## config.mk

```make
export PLATFORM = sky130hd
export DESIGN_NAME = loop_monitor_ctl
export DESIGN_NICKNAME = d
export VERILOG_FILES = /design/src/core/loop_ctl_pkg.sv /design/src/core/mod_rate_div.sv /design/src/core/loop_monitor_ctl.sv
export SDC_FILE = /design/constraint.sdc
export NUM_CORES = 1
export LEC_CHECK = 0
export BUFFER_PORTS_ARGS = -buffer_cell sky130_fd_sc_hd__buf_2
export CAP_MARGIN = 25
export CORE_ASPECT_RATIO = 1.4
export CORE_UTILIZATION = 44
export DETAILED_ROUTE_END_ITERATION = 10
export GPL_TIMING_DRIVEN = 1
export HOLD_SLACK_MARGIN = 0.03
export PLACE_DENSITY = 0.84
export SYNTH_ARGS = -nofsm -noshare
export SYNTH_HDL_FRONTEND = slang
export SYNTH_SLANG_ARGS = --single-unit
```

## constraint.sdc

```tcl
create_clock -name clk_i -period 7.1 [get_ports clk_i]
set_input_delay 1.065 -clock clk_i [delete_from_list [all_inputs] [get_ports clk_i]]
set_output_delay 1.065 -clock clk_i [all_outputs]
set_load 0.03 [all_outputs]
```

## src/core/loop_ctl_pkg.sv

```systemverilog
package loop_ctl_pkg;
  // APB byte address of the control register (register index 6, one word each)
  localparam logic [7:0] CTL_INDEX       = 8'h06;
  localparam logic [7:0] CTL_ADDR        = 8'h18;
  // Mode and status register
  localparam logic [7:0] MODE_ADDR       = 8'h1C;
  localparam logic [7:0] CTL_RESET       = 8'hC1;
  localparam int         MON_EN_BIT      = 7;
  localparam int         LOOP_PWR_BIT    = 6;
  localparam int         FM_HI_BIT       = 5;
  localparam int         FM_LO_BIT       = 4;
  localparam int         FAST_WAKE_BIT   = 3;
  localparam int         TIMER_RUN_BIT   = 2;
  localparam int         WDOG_RUN_BIT    = 1;
  localparam int         SELF_CLK_EN_BIT = 0;
  localparam logic [1:0] FM_OFF          = 2'h0;
  localparam logic [1:0] FM_1PCT         = 2'h1;
  localparam logic [1:0] FM_2PCT         = 2'h2;
  localparam logic [1:0] FM_4PCT         = 2'h3;
  localparam logic [3:0] MOD_DIV_LAST    = 4'hF;
endpackage

```

## src/core/mod_rate_div.sv

```systemverilog
`timescale 1ns/1ps
`default_nettype none
module mod_rate_div
  import loop_ctl_pkg::*;
(
  input  wire logic clk_i,
  input  wire logic reset_i,
  input  wire logic ref_tick_i,
  output var  logic mod_tick_o
);
  typedef struct packed {
    logic [3:0] cnt;
    logic       tick;
  } div_state_type;
  div_state_type s_r, s_nxt;
  always_comb begin
    s_nxt      = s_r;
    s_nxt.tick = 1'b0;
    if (ref_tick_i) begin
      s_nxt.cnt = s_r.cnt + 4'h1;
      if (s_r.cnt == MOD_DIV_LAST) begin
        s_nxt.tick = 1'b1;
      end
    end
  end
  always_ff @(posedge clk_i) begin
    if (reset_i) begin
      s_r <= '0;
    end else begin
      s_r <= s_nxt;
    end
  end
  assign mod_tick_o = s_r.tick;
endmodule
`default_nettype wire

```

## src/core/loop_monitor_ctl.sv

```systemverilog
// The APB slave port and the register addresses are this design's own decisions.
`timescale 1ns/1ps
`default_nettype none
module loop_monitor_ctl
  import loop_ctl_pkg::*;
(
  input  wire logic        clk_i,
  input  wire logic        reset_i,
  input  wire logic        psel_i,
  input  wire logic        penable_i,
  input  wire logic        pwrite_i,
  input  wire logic [7:0]  paddr_i,
  input  wire logic [31:0] pwdata_i,
  input  wire logic [3:0]  pstrb_i,
  output var  logic [31:0] prdata_o,
  output var  logic        pready_o,
  output var  logic        pslverr_o,
  input  wire logic        special_mode_i,
  input  wire logic        loop_sel_req_i,
  input  wire logic        loop_lock_i,
  input  wire logic        pseudo_stop_select_i,
  input  wire logic        stop_req_i,
  input  wire logic        wait_req_i,
  input  wire logic        loop_stops_in_wait_i,
  input  wire logic        osc_fail_i,
  input  wire logic        quality_ok_i,
  input  wire logic        ref_tick_i,
  output var  logic        monitor_on_o,
  output var  logic        loop_on_o,
  output var  logic [1:0]  mod_amp_o,
  output var  logic        mod_tick_o,
  output var  logic        osc_on_o,
  output var  logic        quality_check_o,
  output var  logic        monitor_reset_o,
  output var  logic        self_clock_active_o,
  output var  logic        self_clock_change_o,
  output var  logic        loop_clock_select_o,
  output var  logic        timer_run_o,
  output var  logic        watchdog_run_o
);
  typedef enum logic [1:0] {RUN, FULL_STOP, FAST_SELF, CHECKING} phase_type;

  typedef struct packed {
    logic [7:0]  ctl;
    logic        once_used;
    logic        self_clk;
    logic        loop_sel;
    phase_type   phase;
    logic        mon_rst;
    logic        change;
    logic        mon_on;
    logic        loop_on;
    logic        osc_on;
    logic        timer_run;
    logic        wdog_run;
    logic        mod_tick;
    logic        qchk;
    logic        ready;
    logic [31:0] rdata;
  } ctl_state_type;

  ctl_state_type s_r, s_nxt;
  logic          wr, rd, acc, mod_tick;
  logic [7:0]    wd;

  // A write lands at the edge where the master sees pready high, so the
  // register and the master agree on the edge that completes the transfer
  always_comb begin
    acc = psel_i && penable_i && !s_r.ready;
    wr  = psel_i && penable_i && s_r.ready && pwrite_i && pstrb_i[0] && (paddr_i == CTL_ADDR);
    rd  = acc && !pwrite_i;
    wd  = pwdata_i[7:0];
  end

  always_comb begin
    s_nxt         = s_r;
    s_nxt.ready   = acc;
    s_nxt.mon_rst = 1'b0;
    s_nxt.change  = 1'b0;
    if (wr) begin
      if (!s_r.self_clk) s_nxt.ctl[MON_EN_BIT] = wd[MON_EN_BIT];
      if (!s_r.loop_sel) s_nxt.ctl[LOOP_PWR_BIT] = wd[LOOP_PWR_BIT];
      if (!s_r.loop_sel) s_nxt.ctl[FM_HI_BIT:FM_LO_BIT] = wd[FM_HI_BIT:FM_LO_BIT];
      s_nxt.ctl[FAST_WAKE_BIT] = wd[FAST_WAKE_BIT];
      s_nxt.ctl[TIMER_RUN_BIT] = wd[TIMER_RUN_BIT];
      s_nxt.ctl[WDOG_RUN_BIT] = wd[WDOG_RUN_BIT];
      if (special_mode_i || !s_r.once_used) begin
        if (!(s_r.self_clk && !wd[SELF_CLK_EN_BIT])) s_nxt.ctl[SELF_CLK_EN_BIT] = wd[SELF_CLK_EN_BIT];
        s_nxt.once_used = 1'b1;
      end
    end

    // Loop select is set by request only when locked; dropping the request clears it
    if (loop_sel_req_i && loop_lock_i) s_nxt.loop_sel = 1'b1;
    else if (!loop_sel_req_i) s_nxt.loop_sel = 1'b0;
    if (s_r.self_clk || stop_req_i || (wait_req_i && loop_stops_in_wait_i)) s_nxt.loop_sel = 1'b0;

    case (s_r.phase)
      RUN: begin
        if (stop_req_i && !pseudo_stop_select_i) s_nxt.phase = FULL_STOP;
      end
      FULL_STOP: begin
        if (!stop_req_i) begin
          // no fast wake without self-clock enable
          if (s_r.ctl[FAST_WAKE_BIT] && s_r.ctl[SELF_CLK_EN_BIT]) begin
            s_nxt.phase    = FAST_SELF;
            s_nxt.self_clk = 1'b1;
          end else begin
            s_nxt.phase = RUN;
          end
        end
      end
      FAST_SELF: begin
        if (!s_r.ctl[FAST_WAKE_BIT]) s_nxt.phase = CHECKING;
      end
      default: begin
        if (quality_ok_i) begin
          s_nxt.phase    = RUN;
          s_nxt.self_clk = 1'b0;
          s_nxt.change   = 1'b1;
        end
      end
    endcase
    // Registered so the check output comes from a flop, aligned with the phase
    s_nxt.qchk = (s_nxt.phase == CHECKING);

    s_nxt.mon_on = s_r.ctl[MON_EN_BIT] && (s_r.phase != FULL_STOP) && (s_r.phase != FAST_SELF);
    if (s_r.mon_on && osc_fail_i && !s_r.self_clk) begin
      if (s_r.ctl[SELF_CLK_EN_BIT]) begin
        s_nxt.self_clk = 1'b1;
        s_nxt.change   = 1'b1;
      end else begin
        s_nxt.mon_rst = 1'b1;
      end
    end

    s_nxt.loop_on = s_r.ctl[LOOP_PWR_BIT] || s_r.self_clk;
    s_nxt.osc_on = (s_r.phase == RUN && !(stop_req_i && !pseudo_stop_select_i)) || s_r.phase == CHECKING;
    s_nxt.timer_run = !(stop_req_i && pseudo_stop_select_i) || s_r.ctl[TIMER_RUN_BIT];
    s_nxt.wdog_run = !(stop_req_i && pseudo_stop_select_i) || s_r.ctl[WDOG_RUN_BIT];
    // modulation tick gated by amplitude; one cycle later than the divider
    s_nxt.mod_tick = mod_tick && (s_r.ctl[FM_HI_BIT:FM_LO_BIT] != FM_OFF);

    s_nxt.rdata = '0;
    if (rd) begin
      if (paddr_i == CTL_ADDR) begin
        s_nxt.rdata[7:0] = s_r.ctl;
      end else if (paddr_i == MODE_ADDR) begin
        s_nxt.rdata[2:0] = {s_r.loop_sel, s_r.once_used, s_r.self_clk};
      end else begin
        s_nxt.rdata = '0;
      end
    end
  end

  always_ff @(posedge clk_i) begin
    if (reset_i) begin
      s_r       <= '0;
      s_r.ctl   <= CTL_RESET;
      s_r.phase <= RUN;
    end else begin
      s_r <= s_nxt;
    end
  end

  mod_rate_div u_div (
    .clk_i      (clk_i),
    .reset_i    (reset_i),
    .ref_tick_i (ref_tick_i),
    .mod_tick_o (mod_tick)
  );

  always_comb begin
    prdata_o            = s_r.rdata;
    pready_o            = s_r.ready;
    pslverr_o           = 1'b0;
    monitor_on_o        = s_r.mon_on;
    loop_on_o           = s_r.loop_on;
    mod_amp_o           = s_r.ctl[FM_HI_BIT:FM_LO_BIT];
    mod_tick_o          = s_r.mod_tick;
    osc_on_o            = s_r.osc_on;
    quality_check_o     = s_r.qchk;
    monitor_reset_o     = s_r.mon_rst;
    self_clock_active_o = s_r.self_clk;
    self_clock_change_o = s_r.change;
    loop_clock_select_o = s_r.loop_sel;
    timer_run_o         = s_r.timer_run;
    watchdog_run_o      = s_r.wdog_run;
  end
endmodule
`default_nettype wire

```

==> out/results.ini <==
[final_layout]
fillers = 342
diodes = 0
drive_gt1_share_pct = 29.2
fin_cells = 259
multiInputGateArea_um2 = 634
final-seq-area_um2 = 721
syn_to_final_growth_pct = 13.6
num-nets-final = 278

[routing]
first_pass_iters = 4
wl_per_cell_um = 10.6
viasPerCell = 4.68
drt-initial-drc-count = 12
post-route-drc-count = 0
final_antenna_net_count = 0
finalWirelength_um = 2750
via_count = 1211

[timing]
max_freq_mhz = 357
finalCriticalPeriod_ns = 2.80
setup_viol = 0
finalCritPeriodShare_pct = 39.4
final-hold-violation-count = 0
rsz0062_at_grt = no
setup_ws_ns = 4.30
finalSetupTns_ns = 0
skew_ns = 0.00324
maxSlewViolCount = 0

[logic_synthesis]
synth.distinct_cells = 36
synth_area_leaders = dfxtp_1 46%, buf_4 17%, nor2_1 4.0%
postSynthCellCount = 173
seq_area_frac_synth_pct = 45.7
syn_area_um2 = 1580
synth-warning-count = 0
syn_avg_cell_area_um2 = 9.11
yosysMostFrequentCell = dfxtp_1
synth_area_leader_cell = dfxtp_1
synth.top_cell.area_share_pct = 45.7
ys.flop_type = dfxtp_1
ys_top_cells_by_count = 36 x dfxtp_1, 35 x buf_4, 17 x nor2_1
async_flop_share_pct = 0
synth_enable_flop_cells = 0
yosys_register_bits = 36

[power]
p_sw_uw = 102
pwr-share-comb_pct = 11.9
max-vdd-ir-drop_mv = 0.146
power_per_cell_area_nw_per_um2 = 224
seqPwrFrac_pct = 52.4
switching_share_pct = 25.5
intPower_uw = 299
p_leak_nw = 0.852
clkPwrFrac_pct = 35.8

[job]
drv_cap = 0

[worst_setup_path]
worstPathRequired_ns = 7.27
critical_path_class = in2reg
crit_path_end_kind = flip-flop
cp_slowest_cell = or4_4
cp_max_fo = 10
critPathLaunchType = input pin
critPathTopFamily = simple AND/OR/NAND/NOR gates
cp_num_cells = 5
path_buf_inv = 1
slowest_delay_ns = 0.62
r2r.worst_path.cells = 4
crit_arrival_ns = 2.97
crit_chain = buf_2 -> or4b_4 -> or4_4 -> or3_1 -> a221o_1

[clocking]
clk_pin_slew_worst_paths_ns = 0.07
cts_setup_buffers = 0
ctsHoldBuffers = 0
insertion_delay_ns = 0.28
ctsResizeCount = 0
cts-root-buf = clkbuf_8
cts_tree = built
cts.sinks = 36
cts_made_buffers = 5
htree_levels = 2
clock_path_buffers = 2

[floorplan]
dieHeight_um = 72.8
chipWidth_um = 52.6
pin_count = 106
start_util_pct = 46.2
core_area_um2 = 3410
fp-row-count = 25
dieArea_um2 = 3830

[grt]
grtUsageMet1_pct = 15.6
met3_usage_pct = 4.58
grt_pass1_wl_um = 4110
met2_usage_pct = 25.3
grt_start_max_net_pins = 29
busiest_layer = met2
track_usage_pct = 15.1
gr-total-overflow = 0
antenna_found_initial = 0
grt_pass1_vias = 998

[placement]
io_buffer_count = 53
dp_hpwl_um = 2130
dp.cells = 251
gp_congestion = 0.745
place_ws_ns = 4.00

[hold_path]
hold_path_class = reg2reg
worst_hold_path.num_cells = 1

[status]
outcome = finished clean

## metrics by stage
stage | total power [mW] | cell area (µm²) | hold slack [ns] | util, %
after global placement | 0.262 | 1700 | 0.447 | 49.9
after global routing | 0.419 | 1790 | 0.479 | 52.5
after detailed placement | 0.262 | 1700 | 0.454 | 49.9
after floorplan | 0.258 | 1670 | 0.438 | -
final | 0.401 | 1790 | 0.464 | 52.5
after CTS | 0.405 | 1790 | 0.463 | 52.5
## cells by family (layout without fill, tap and decap cells)
| kind of cell | after synthesis | after routing | synth area share, % |
|---|---|---|---|
| buffers and inverters | 46 | 68 | 19.8 |
| AOI/OAI and AO/OA | 25 | 25 | 9.76 |
| DFF | 36 | 36 | 45.7 |
| and+or+nand+nor | 59 | 59 | 20.9 |
| adders and majority gates | 1 | 1 | 0.794 |
| muxes | 1 | 1 | 0.635 |
| xor gates and xnor gates | 4 | 4 | 2.22 |
| other | 1 | 25 | 0.238 |
## power by group through the flow
stage          sequential [mW]  clock [mW]  combinational, mW
3_3_place_gp             0.215           0             0.0472
5_1_grt                  0.210       0.157             0.0516
6_report                 0.210       0.144             0.0475
2_1_floorplan            0.220           0             0.0389
4_1_cts                  0.210       0.148             0.0476
3_5_place_dp             0.215           0             0.0476
## cells in the final DEF (no fill, tap or decap), drive strengths merged, types with 5 or more instances in the layout
cell type	count
buf	54
conb	25
nor2	17
dfxtp	36
inv	6
nand2	11
and2	6
clkbuf	8
a21oi	11
o21ai	5
## routing by layer
layer  part of all wire (%)  vias up
li1                       -      614
met1                     39      535
met2                     51       57
met3                    7.1        5
met4                    2.8        0
met5                      0        -
## state kept, by name, summed over array words and instances, names as in the netlist, 2 cells and up
name	count
mod_amp_o	2
u_div.s_r	4
prdata_o	8
s_r	9
## worst paths after layout
kind	slack, ns	end	from
max	4.30	s_r[47]	paddr_i[5]
min reg2reg	0.46	mod_tick_o	u_div.mod_tick_o
max reg2reg	5.36	s_r[47]	pready_o
min	0.46	mod_tick_o	u_div.mod_tick_o
## final cells by class
| cell class | instances | area share, % |
|---|---|---|
| flip-flops and latches | 36 | 40.3 |
| well taps | 40 | 2.80 |
| clock buffers | 8 | 5.03 |
| multi-input cells | 115 | 35.4 |
| repair buffers | 54 | 15.2 |
| inverters | 6 | 1.26 |
(Power assumes the default switching activity.)
